<file path="config.mk">
export PLATFORM = sky130hd
export DESIGN_NAME = fcor_regs
export DESIGN_NICKNAME = d
export VERILOG_FILES = /design/src/verilog/fcor_pkg.sv /design/src/verilog/fcor_opt_store.sv /design/src/verilog/fcor_regs.sv
export SDC_FILE = /design/constraint.sdc
export NUM_CORES = 1
export LEC_CHECK = 0
export BUFFER_PORTS_ARGS = -buffer_cell sky130_fd_sc_hd__buf_2
export CAP_MARGIN = 20
export CORE_MARGIN = 4
export CORE_UTILIZATION = 47
export DETAILED_ROUTE_END_ITERATION = 12
export PLACE_DENSITY = 0.77
export REMOVE_ABC_BUFFERS = 1
export SLEW_MARGIN = 10
export SYNTH_ARGS = -nofsm -noshare
export SYNTH_HDL_FRONTEND = slang
export SYNTH_HIERARCHICAL = 1
export SYNTH_SLANG_ARGS = --single-unit
</file>
<file path="constraint.sdc">
create_clock -name clk -period 2.4 [get_ports clk]
set_input_delay 0.24 -clock clk [delete_from_list [all_inputs] [get_ports clk]]
set_output_delay 0.24 -clock clk [all_outputs]
set_load 0.005 [all_outputs]
</file>
<file path="src/verilog/fcor_pkg.sv">
// Purpose: constants shared by the flash option register block
// Assumes: AHB-Lite register bus, 32-bit words, one clock
// Notes: offsets are byte addresses within the block
// Notes on behaviour
// - program select makes data-register writes program the main array
// - page wipe select erases the page holding the target address on start if its region is unprotected, else sets protect error
// - full wipe select erases the whole main array on start
// - option program select sends programming to the option byte area
// - option erase select erases the option byte area on start
// - start bit is set by software only and drops when busy drops, or at once when no erase can start
// - lock bit accepts only ones; locked after reset, control value 0x0000_0080
// - option programming only happens while option write enable is set
// - error enable raises the interrupt on program or protect error flags
// - completion enable raises the interrupt on the complete flag
// - writing forced reload reloads option bytes and pulses a system reset
// - address register holds the address used by the next operation
// - byte not matching its complement sets error and reads as 0xFF
// - read protection field reads 00, 01 or 1X for levels zero to two
// - watchdog select reads 0 hardware started, 1 software started
// - stop and standby reset bits read 0 when a reset is generated
// - option view takes user settings and two user data bytes from options
// - write protect view shows option bits, 0 means region protected
// - key sequence unlocks the controller; key register reads zero
// - busy flag stays set for the whole flash operation
// - complete flag is set when an operation finishes
// - program into a protected region sets protect error and is aborted
package fcor_pkg;

  // ***********************************************************
  // register offsets
  // ***********************************************************
  localparam logic [7:0] OFS_KEY = 8'h04;
  localparam logic [7:0] OFS_STATUS = 8'h0C;
  localparam logic [7:0] OFS_CTRL2 = 8'h10;
  localparam logic [7:0] OFS_ADDR = 8'h14;
  localparam logic [7:0] OFS_PDATA = 8'h18;
  localparam logic [7:0] OFS_OBCS = 8'h1C;
  localparam logic [7:0] OFS_WRP = 8'h20;

  // ***********************************************************
  // control and status fields
  // ***********************************************************
  localparam int B_PG = 0;
  localparam int B_PWIPE = 1;
  localparam int B_FWIPE = 2;
  localparam int B_OBP = 4;
  localparam int B_OBE = 5;
  localparam int B_STA = 6;
  localparam int B_LOCK = 7;
  localparam int B_OPTION_WRITE_ENABLE = 9;
  localparam int B_ERROR_IRQ_ENABLE = 10;
  localparam int B_COMPLETION_IRQ_ENABLE = 12;
  localparam int B_RELOAD = 13;
  localparam int B_BUSY = 0;
  localparam int B_PEF = 2;
  localparam int B_WPEF = 4;
  localparam int B_OCF = 5;
  localparam logic [31:0] CTRL2_RESET = 32'h0000_0080;

  // ***********************************************************
  // option byte layout and view fields
  // ***********************************************************
  localparam int OPT_BYTES = 8;
  localparam int OB_RDP = 0;
  localparam int OB_USER = 1;
  localparam int OB_USER_BYTE_ZERO = 2;
  localparam int OB_USER_BYTE_ONE = 3;
  localparam int OB_WRP = 4;
  localparam int U_WDG = 0;
  localparam int U_STOP = 1;
  localparam int U_STDBY = 2;
  localparam int U_BOOT1 = 4;
  localparam int U_VMON = 5;
  localparam int U_PARITY = 6;
  localparam logic [7:0] RDP_LEVEL0 = 8'hAA;
  localparam logic [7:0] RDP_LEVEL2 = 8'hCC;
  localparam logic [7:0] BYTE_ERASED = 8'hFF;
  localparam int WRP_SHIFT = 12;

  // ***********************************************************
  // unlock keys (values arbitrary) and flash commands
  // ***********************************************************
  localparam logic [31:0] KEY_FIRST = 32'h1357_2468;
  localparam logic [31:0] KEY_SECOND = 32'h8642_7531;
  localparam logic [2:0] CMD_PROG = 3'h1;
  localparam logic [2:0] CMD_PWIPE = 3'h2;
  localparam logic [2:0] CMD_FWIPE = 3'h3;
  localparam logic [2:0] CMD_OPROG = 3'h4;
  localparam logic [2:0] CMD_OWIPE = 3'h5;

  typedef enum logic [1:0] {
    FCOR_IDLE = 2'b01,
    FCOR_BUSY = 2'b10
  } fcor_seq_e;

endpackage

</file>
<file path="src/verilog/fcor_opt_store.sv">
// Purpose: holds loaded option bytes after complement check
// Assumes: raw bytes and complements are stable when load pulses
// Notes: read data come out of registers
`timescale 1ns/10ps
module fcor_opt_store (
  input wire logic clk,
  input wire logic rst_b,
  input wire logic load,
  input wire logic [127:0] opt_raw,
  output logic [63:0] opt_q,
  output logic opt_err_q
);

  typedef struct packed {
    logic [63:0] bytes;
    logic err;
  } fcor_store_s;

  fcor_store_s s_q;
  fcor_store_s s_d;
  logic [7:0] bad;
  logic [63:0] checked;

  // ***********************************************************
  // per-byte complement check
  // ***********************************************************
  for (genvar i = 0; i < fcor_pkg::OPT_BYTES; i++)
  begin : g_byte
    assign bad[i] = (opt_raw[16*i +: 8] != ~opt_raw[16*i+8 +: 8]);
    assign checked[8*i +: 8] = bad[i] ? fcor_pkg::BYTE_ERASED : opt_raw[16*i +: 8];
  end

  always_comb
  begin
    s_d = s_q;
    if (load)
    begin
      s_d.bytes = checked;
      s_d.err = |bad;
    end
  end

  always_ff @(posedge clk or negedge rst_b)
  begin
    if (!rst_b)
      s_q <= '0;
    else
      s_q <= s_d;
  end

  assign opt_q = s_q.bytes;
  assign opt_err_q = s_q.err;

endmodule

</file>
<file path="src/verilog/fcor_regs.sv">
// Purpose: flash controller control registers and operation sequencer
// Assumes: flash array answers on this clock with a done pulse
// Notes: every bus transfer takes one wait state
//
// Chosen here: the AHB-Lite register port.
`timescale 1ns/10ps
module fcor_regs (
  input wire logic clk,
  input wire logic rst_b,
  input wire logic hsel,
  input wire logic [31:0] haddr,
  input wire logic [1:0] htrans,
  input wire logic hwrite,
  input wire logic [2:0] hsize,
  input wire logic [31:0] hwdata,
  input wire logic hready,
  output logic hreadyout,
  output logic hresp,
  output logic [31:0] hrdata,
  output logic fl_req,
  output logic [2:0] fl_cmd,
  output logic [31:0] fl_addr,
  output logic [15:0] fl_wdata,
  input wire logic fl_done,
  input wire logic fl_prog_err,
  input wire logic [127:0] opt_raw,
  output logic flash_irq,
  output logic sys_reset_req
);

  // ***********************************************************
  // state
  // ***********************************************************
  typedef struct packed {
    fcor_pkg::fcor_seq_e seq;
    logic lock;
    logic key_half;
    logic program_select;
    logic page_wipe_select;
    logic full_wipe_select;
    logic option_program_select;
    logic option_erase_or_error;
    logic operation_start;
    logic option_write_enable;
    logic error_irq_enable;
    logic completion_irq_enable;
    logic busy_flag;
    logic program_error_flag;
    logic protect_error_flag;
    logic operation_complete_flag;
    logic [31:0] addr;
    logic booted;
    logic reload;
    logic ap_pend;
    logic ap_write;
    logic [7:0] ap_addr;
    logic ready;
    logic [31:0] rdata;
    logic req;
    logic [2:0] cmd;
    logic [15:0] wdata;
    logic irq;
    logic sys_rst;
  } fcor_state_s;

  fcor_state_s s_q;
  fcor_state_s s_d;
  logic [63:0] opt_q;
  logic opt_err_q;
  logic [7:0] user_b;
  logic [31:0] wrp;
  logic [1:0] rdp_level;
  logic [31:0] obcs_view;
  logic region_open;

  // ***********************************************************
  // option byte store
  // ***********************************************************
  fcor_opt_store u_store (
    .clk(clk),
    .rst_b(rst_b),
    .load(s_q.reload | ~s_q.booted),
    .opt_raw(opt_raw),
    .opt_q(opt_q),
    .opt_err_q(opt_err_q)
  );

  assign user_b = opt_q[8*fcor_pkg::OB_USER +: 8];
  assign wrp = opt_q[8*fcor_pkg::OB_WRP +: 32];
  assign region_open = wrp[s_q.addr[fcor_pkg::WRP_SHIFT +: 5]];

  always_comb
  begin
    if (opt_q[8*fcor_pkg::OB_RDP +: 8] == fcor_pkg::RDP_LEVEL0)
      rdp_level = 2'h0;
    else if (opt_q[8*fcor_pkg::OB_RDP +: 8] == fcor_pkg::RDP_LEVEL2)
      rdp_level = 2'h2;
    else
      rdp_level = 2'h1;
  end

  // view layout: user bits, two data bytes, load error
  always_comb
  begin
    obcs_view = '0;
    obcs_view[0] = opt_err_q;
    obcs_view[2:1] = rdp_level;
    obcs_view[8] = user_b[fcor_pkg::U_WDG];
    obcs_view[9] = user_b[fcor_pkg::U_STOP];
    obcs_view[10] = user_b[fcor_pkg::U_STDBY];
    obcs_view[12] = user_b[fcor_pkg::U_BOOT1];
    obcs_view[13] = user_b[fcor_pkg::U_VMON];
    obcs_view[14] = user_b[fcor_pkg::U_PARITY];
    obcs_view[23:16] = opt_q[8*fcor_pkg::OB_USER_BYTE_ZERO +: 8];
    obcs_view[31:24] = opt_q[8*fcor_pkg::OB_USER_BYTE_ONE +: 8];
  end

  // ***********************************************************
  // next state
  // ***********************************************************
  always_comb
  begin
    logic wr;
    logic unlocked;
    logic idle;
    logic [31:0] d;
    wr = s_q.ap_pend & s_q.ap_write;
    unlocked = ~s_q.lock;
    idle = (s_q.seq == fcor_pkg::FCOR_IDLE);
    d = hwdata;
    s_d = s_q;
    s_d.req = 1'b0;
    s_d.sys_rst = 1'b0;
    s_d.reload = 1'b0;
    s_d.booted = 1'b1;

    // bus data phase
    if (s_q.ap_pend)
    begin
      s_d.ap_pend = 1'b0;
      s_d.ready = 1'b1;
      s_d.rdata = '0;
      if (!s_q.ap_write)
      begin
        unique case (s_q.ap_addr)
          fcor_pkg::OFS_STATUS:
          begin
            s_d.rdata[fcor_pkg::B_BUSY] = s_q.busy_flag;
            s_d.rdata[fcor_pkg::B_PEF] = s_q.program_error_flag;
            s_d.rdata[fcor_pkg::B_WPEF] = s_q.protect_error_flag;
            s_d.rdata[fcor_pkg::B_OCF] = s_q.operation_complete_flag;
          end
          fcor_pkg::OFS_CTRL2:
          begin
            s_d.rdata[fcor_pkg::B_PG] = s_q.program_select;
            s_d.rdata[fcor_pkg::B_PWIPE] = s_q.page_wipe_select;
            s_d.rdata[fcor_pkg::B_FWIPE] = s_q.full_wipe_select;
            s_d.rdata[fcor_pkg::B_OBP] = s_q.option_program_select;
            s_d.rdata[fcor_pkg::B_OBE] = s_q.option_erase_or_error;
            s_d.rdata[fcor_pkg::B_STA] = s_q.operation_start;
            s_d.rdata[fcor_pkg::B_LOCK] = s_q.lock;
            s_d.rdata[fcor_pkg::B_OPTION_WRITE_ENABLE] = s_q.option_write_enable;
            s_d.rdata[fcor_pkg::B_ERROR_IRQ_ENABLE] = s_q.error_irq_enable;
            s_d.rdata[fcor_pkg::B_COMPLETION_IRQ_ENABLE] = s_q.completion_irq_enable;
          end
          fcor_pkg::OFS_OBCS: s_d.rdata = obcs_view;
          fcor_pkg::OFS_WRP: s_d.rdata = wrp;
          default: s_d.rdata = '0;
        endcase
      end
    end

    // key sequence
    if (wr && s_q.ap_addr == fcor_pkg::OFS_KEY && s_q.lock)
    begin
      if (!s_q.key_half && d == fcor_pkg::KEY_FIRST)
        s_d.key_half = 1'b1;
      else if (s_q.key_half && d == fcor_pkg::KEY_SECOND)
      begin
        s_d.lock = 1'b0;
        s_d.key_half = 1'b0;
      end
      else
        s_d.key_half = 1'b0;
    end

    // status flags clear on write of one
    if (wr && s_q.ap_addr == fcor_pkg::OFS_STATUS)
    begin
      if (d[fcor_pkg::B_PEF])
        s_d.program_error_flag = 1'b0;
      if (d[fcor_pkg::B_WPEF])
        s_d.protect_error_flag = 1'b0;
      if (d[fcor_pkg::B_OCF])
        s_d.operation_complete_flag = 1'b0;
    end

    // control register, ignored while locked
    if (wr && s_q.ap_addr == fcor_pkg::OFS_CTRL2 && unlocked)
    begin
      s_d.program_select = d[fcor_pkg::B_PG];
      s_d.page_wipe_select = d[fcor_pkg::B_PWIPE];
      s_d.full_wipe_select = d[fcor_pkg::B_FWIPE];
      s_d.option_program_select = d[fcor_pkg::B_OBP];
      s_d.option_erase_or_error = d[fcor_pkg::B_OBE];
      s_d.operation_start = s_q.operation_start | d[fcor_pkg::B_STA];
      s_d.lock = d[fcor_pkg::B_LOCK];
      s_d.option_write_enable = d[fcor_pkg::B_OPTION_WRITE_ENABLE];
      s_d.error_irq_enable = d[fcor_pkg::B_ERROR_IRQ_ENABLE];
      s_d.completion_irq_enable = d[fcor_pkg::B_COMPLETION_IRQ_ENABLE];
      if (d[fcor_pkg::B_RELOAD])
      begin
        s_d.reload = 1'b1;
        s_d.sys_rst = 1'b1;
      end
    end

    // address register, held steady during an operation
    if (wr && s_q.ap_addr == fcor_pkg::OFS_ADDR && unlocked && !s_q.busy_flag)
      s_d.addr = d;

    // programming data write launches a program
    if (wr && s_q.ap_addr == fcor_pkg::OFS_PDATA && unlocked && idle)
    begin
      if (s_q.option_program_select)
      begin
        if (s_q.option_write_enable)
        begin
          s_d.req = 1'b1;
          s_d.cmd = fcor_pkg::CMD_OPROG;
          s_d.wdata = d[15:0];
          s_d.busy_flag = 1'b1;
          s_d.seq = fcor_pkg::FCOR_BUSY;
        end
      end
      else if (s_q.program_select)
      begin
        if (!region_open)
          s_d.protect_error_flag = 1'b1;
        else
        begin
          s_d.req = 1'b1;
          s_d.cmd = fcor_pkg::CMD_PROG;
          s_d.wdata = d[15:0];
          s_d.busy_flag = 1'b1;
          s_d.seq = fcor_pkg::FCOR_BUSY;
        end
      end
    end

    // ***********************************************************
    // sequencer
    // ***********************************************************
    unique case (s_q.seq)
      fcor_pkg::FCOR_IDLE:
      begin
        if (s_q.operation_start)
        begin
          s_d.wdata = '0;
          if (s_q.full_wipe_select)
          begin
            s_d.req = 1'b1;
            s_d.cmd = fcor_pkg::CMD_FWIPE;
          end
          else if (s_q.page_wipe_select && region_open)
          begin
            s_d.req = 1'b1;
            s_d.cmd = fcor_pkg::CMD_PWIPE;
          end
          else if (s_q.option_erase_or_error)
          begin
            s_d.req = 1'b1;
            s_d.cmd = fcor_pkg::CMD_OWIPE;
          end
          if (s_d.req)
          begin
            s_d.busy_flag = 1'b1;
            s_d.seq = fcor_pkg::FCOR_BUSY;
          end
          else
          begin
            s_d.operation_start = 1'b0;
            if (s_q.page_wipe_select)
              s_d.protect_error_flag = 1'b1;
          end
        end
      end
      fcor_pkg::FCOR_BUSY:
      begin
        if (fl_done)
        begin
          s_d.busy_flag = 1'b0;
          s_d.operation_start = 1'b0;
          s_d.operation_complete_flag = 1'b1;
          if (fl_prog_err)
            s_d.program_error_flag = 1'b1;
          s_d.seq = fcor_pkg::FCOR_IDLE;
        end
      end
      default: s_d.seq = fcor_pkg::FCOR_IDLE;
    endcase

    // bus address phase
    if (hsel && htrans[1] && hready)
    begin
      s_d.ap_pend = 1'b1;
      s_d.ap_write = hwrite;
      s_d.ap_addr = (haddr[1:0] == 2'h0 && hsize == 3'h2) ? haddr[7:0] : 8'hFF;
      s_d.ready = 1'b0;
    end

    s_d.irq = (s_q.error_irq_enable &
              (s_q.program_error_flag | s_q.protect_error_flag)) |
              (s_q.completion_irq_enable & s_q.operation_complete_flag);
  end

  // ***********************************************************
  // registers
  // ***********************************************************
  always_ff @(posedge clk or negedge rst_b)
  begin
    if (!rst_b)
    begin
      s_q <= '0;
      s_q.seq <= fcor_pkg::FCOR_IDLE;
      s_q.lock <= fcor_pkg::CTRL2_RESET[fcor_pkg::B_LOCK];
      s_q.ready <= 1'b1;
    end
    else
      s_q <= s_d;
  end

  assign hreadyout = s_q.ready;
  assign hresp = s_q.sys_rst & 1'b0;
  assign hrdata = s_q.rdata;
  assign fl_req = s_q.req;
  assign fl_cmd = s_q.cmd;
  assign fl_addr = s_q.addr;
  assign fl_wdata = s_q.wdata;
  assign flash_irq = s_q.irq;
  assign sys_reset_req = s_q.sys_rst;

endmodule

</file>
# Word-level counts from Yosys, hierarchy flattened
# Index checks and enable logic that the tools add are counted.
# word_totals
regBits	180
inputBits	204
output_inout_bits	88
word_cells	181
# op_classes
n_lt_le_gt_ge	1
eq_ne	23
mux	85
bitwise	17
reduce_logical	25
# ops
operator	n
2-to-1 mux 20 bit	7
2-to-1 mux 8 bit	9
!= test 8 bit	8
inverter 8 bit	8
case mux 19 bit (2 select lines)	1
2-to-1 mux 1 bit	34
2-to-1 mux 33 bit	1
== test 32 x 29 -> 1 bit, second input constant	1
== test 32 bit, second input constant	1
== test 8 x 5 -> 1 bit, second input constant	4
2-to-1 mux 32 bit	1
2-to-1 mux 2 bit	12
2-to-1 mux 4 bit	6
logical AND 1 bit	17
== test 8 bit, second input constant	2
case mux 2 bit (3 select lines)	2
2-to-1 mux 11 bit	1
== test 8 x 3 -> 1 bit, second input constant	1
== test 8 x 4 -> 1 bit, second input constant	1
== test 8 x 6 -> 1 bit, second input constant	1
case mux 1 bit (4 select lines)	2
case mux 2 bit (2 select lines)	2
OR reduction 8 bit	1
< comparator 5 x 6 -> 1 bit, second input constant	1
15 further kinds	27

# Logic depth before layout (Yosys ltp)
# depth
depth_word	14
ltp_mapped	10
mapped_depth_nobuf	8

# Modules after synthesis
# Netlist, hierarchy kept.
# modules_own_cells
mod	n_inst	cells_each	area_each_um2	seq_area_each_um2
fcor_regs	1	607	6417.4	2881.5
fcor_opt_store	1	346	3206.8	1626.6

# Worst setup path after synthesis
# OpenSTA, ideal clock, no wires.
# synth_path
path_type	register -> register
startpoint	register s_q[60] (netlist bit)
endpoint	register s_q, in the netlist fl_wdata[10]
setup_ps	123
t_arrival_ps	2159
required_time_ps	2277
path_slack_ps	118
stages_incl_launch_ff	9
path_buffers	2
synth_period_minus_slack_ps	2282
cell_sequence	dfrtp_1 or4b_1 buf_2 nor4_4 nand2_2 nor2_4 nand2_4 buf_8 o221a_1
# synth_lines
item	line_no	source
start, declared	fcor_regs.sv:66	fcor_state_s s_q;

==> flow_summary.json <==
{
  "outcome": "finished, final reports clean",
  "hold_class": "input pin to register",
  "syn_area_mm2": 0.00955,
  "antennaDiodeCount": 0,
  "port_buffers": 265,
  "end_kind": "register",
  "start_util_pct": 48.4,
  "cap_violations": 0,
  "post-cts-setup-buffer-count": 0,
  "syn2layout_area_growth_pct": 18.3,
  "setup-violations-final": 0,
  "start_kind": "register",
  "drc": 0,
  "pin_count": 292,
  "fmax_ghz": 0.434,
  "worstPathRequired_ns": 2.71,
  "die_h_um": 151,
  "rr_worst_depth": 7,
  "relSlewSlack_pct": 54.2,
  "grt_pass1_wl_um": 40300,
  "viasPerCell": 5.59,
  "dr.pass1.iters": 5,
  "antenna_found_initial": 0,
  "finalNonFillerCells": 1411,
  "cts_tree": "yes",
  "grt_pass1_vias": 7620,
  "layout-drive-gt1-share_pct": 34.2,
  "core_mm2": 0.0197,
  "hpwl_um": 19800,
  "powerDensity_mw_per_mm2": 584,
  "crit_fanout": 17,
  "holdPathStages": 3,
  "hold_violations": 0,
  "dp_cells": 1378,
  "grt_util_all_layers_pct": 22.9,
  "clk_pin_slew_ns": 0.07,
  "dpl_worst_slack_ns": 0.0905,
  "seqCellArea_mm2": 0.00446,
  "arrival_ns": 2.62,
  "power_mw": 6.59,
  "antenna_left": 0,
  "peakVddDrop_mv": 0.489,
  "num_vias": 7891,
  "max_slew.worst_pin.slew_ns": 0.682,
  "nets": 1339,
  "finalMaxSlewViolations": 0,
  "synth_cells": 945,
  "insertion_delay_ns": 0.43,
  "cts_buffers": 17,
  "fin_crit_sh_pct": 96.1,
  "tns_ns": 0,
  "holdWs_ns": 0.0213,
  "wl_per_cell_um": 18.8,
  "rsz0062_at_grt": "false",
  "fill_cells": 1683,
  "grt_overflow": 0,
  "cts_sinks": 178,
  "grt_max_degree": 118,
  "p_leak_nw": 5.26,
  "fp-row-count": 51,
  "multi_input_area_mm2": 0.00423,
  "cts_max_level": 4,
  "cts_root_buffer": "clkbuf_16",
  "die_area_mm2": 0.0227,
  "period_minus_slack_ns": 2.31,
  "clockBufferDepth": 2,
  "die_w_um": 151,
  "place_congestion": 0.919,
  "fin_skew_ns": 0.0109,
  "path_class": "register to register",
  "synth.avg_cell_area_um2": 10.1,
  "setup_ws_ns": 0.0948,
  "wl_um": 26600,
  "yosysWarningCount": 6,
  "drt-initial-drc-count": 464
}
## critical path, stage by stage, from the launching register on
cell	delay, ns
dfrtp_1	0.40
or4b_1	0.58
nor4_4	0.30
buf_4	0.19
nand2_2	0.09
nor2_4	0.17
nand2_4	0.15
o221a_2	0.31
## state kept, by name, summed over array words and instances (netlist names)
signal             cells
fl_addr               32
fl_cmd                 3
fl_req                 1
fl_wdata              16
flash_irq              1
hrdata                32
hreadyout              1
s_q                   28
sys_reset_req          1
u_store/opt_err_q      1
u_store/opt_q         62
## cell type report
| type | count | share of cell area (%) |
|---|---|---|
| clock inverters | 14 | 1.30 |
| inverters | 18 | 0.598 |
| multi-input cells | 624 | 37.5 |
| repair buffers | 294 | 14.4 |
| well taps | 265 | 2.94 |
| clock buffers | 18 | 3.80 |
| flip-flops and latches | 178 | 39.5 |
## power by group
part	leakage [nW]	switching (mW)	internal, mW
clock	0.271	1.28	1.47
combinational	2.89	0.405	0.313
sequential	2.10	0.0566	3.06
## cell usage in the layout (no fill, tap or decap), drive strengths merged, types with 6 or more instances in the layout
cell,instances
inv,26
xor2,33
a221o,22
nand2,50
a21oi,82
nor4,14
a22o,6
o221a,16
nor2,95
nand2b,6
nor3,42
o21ai,16
clkbuf,18
a22oi,7
mux2i,32
nor2b,25
buf,293
dfrtp,175
xnor2,31
nand3,17
mux2,39
o22ai,6
o22a,9
nand4,16
## worst paths after layout
kind | slack (ns) | to | from
max | 0.09 | fl_wdata[2] | s_q[62]
min | 0.02 | s_q[63] | hwrite
max reg2reg | 0.09 | fl_wdata[2] | s_q[62]
min reg2reg | 0.49 | hreadyout | hreadyout
max in group asynchronous | 1.36 | s_q[113] | rst_b
min in group asynchronous | 0.29 | hrdata[16] | rst_b
## what timing repair did
item                                    CTS  global route
endpoints found under the setup margin    0             1
resized for setup                         0             2
hold buffers                              1             0
endpoints found under the hold margin    39             0
## per-layer routing
metal  up-vias  wire (um)  part of all wire (%)  GRT usage [%]
li1       3677          -                     -              -
met1      3838      10800                    41           29.4
met2       352      12900                    49           38.8
met3        24       2560                   9.6           6.92
met4         0        300                   1.1           4.53
met5         -          0                     0              0
## per-stage QoR
step | area (um2) | util [%]
floorplan | 8720 | -
global placement | 10700 | 54.3
detailed placement | 10700 | 54.3
CTS | 11300 | 57.2
global route | 11300 | 57.3
finish | 11300 | 57.3
No activity file was read; power rests on OpenSTA's default activity.
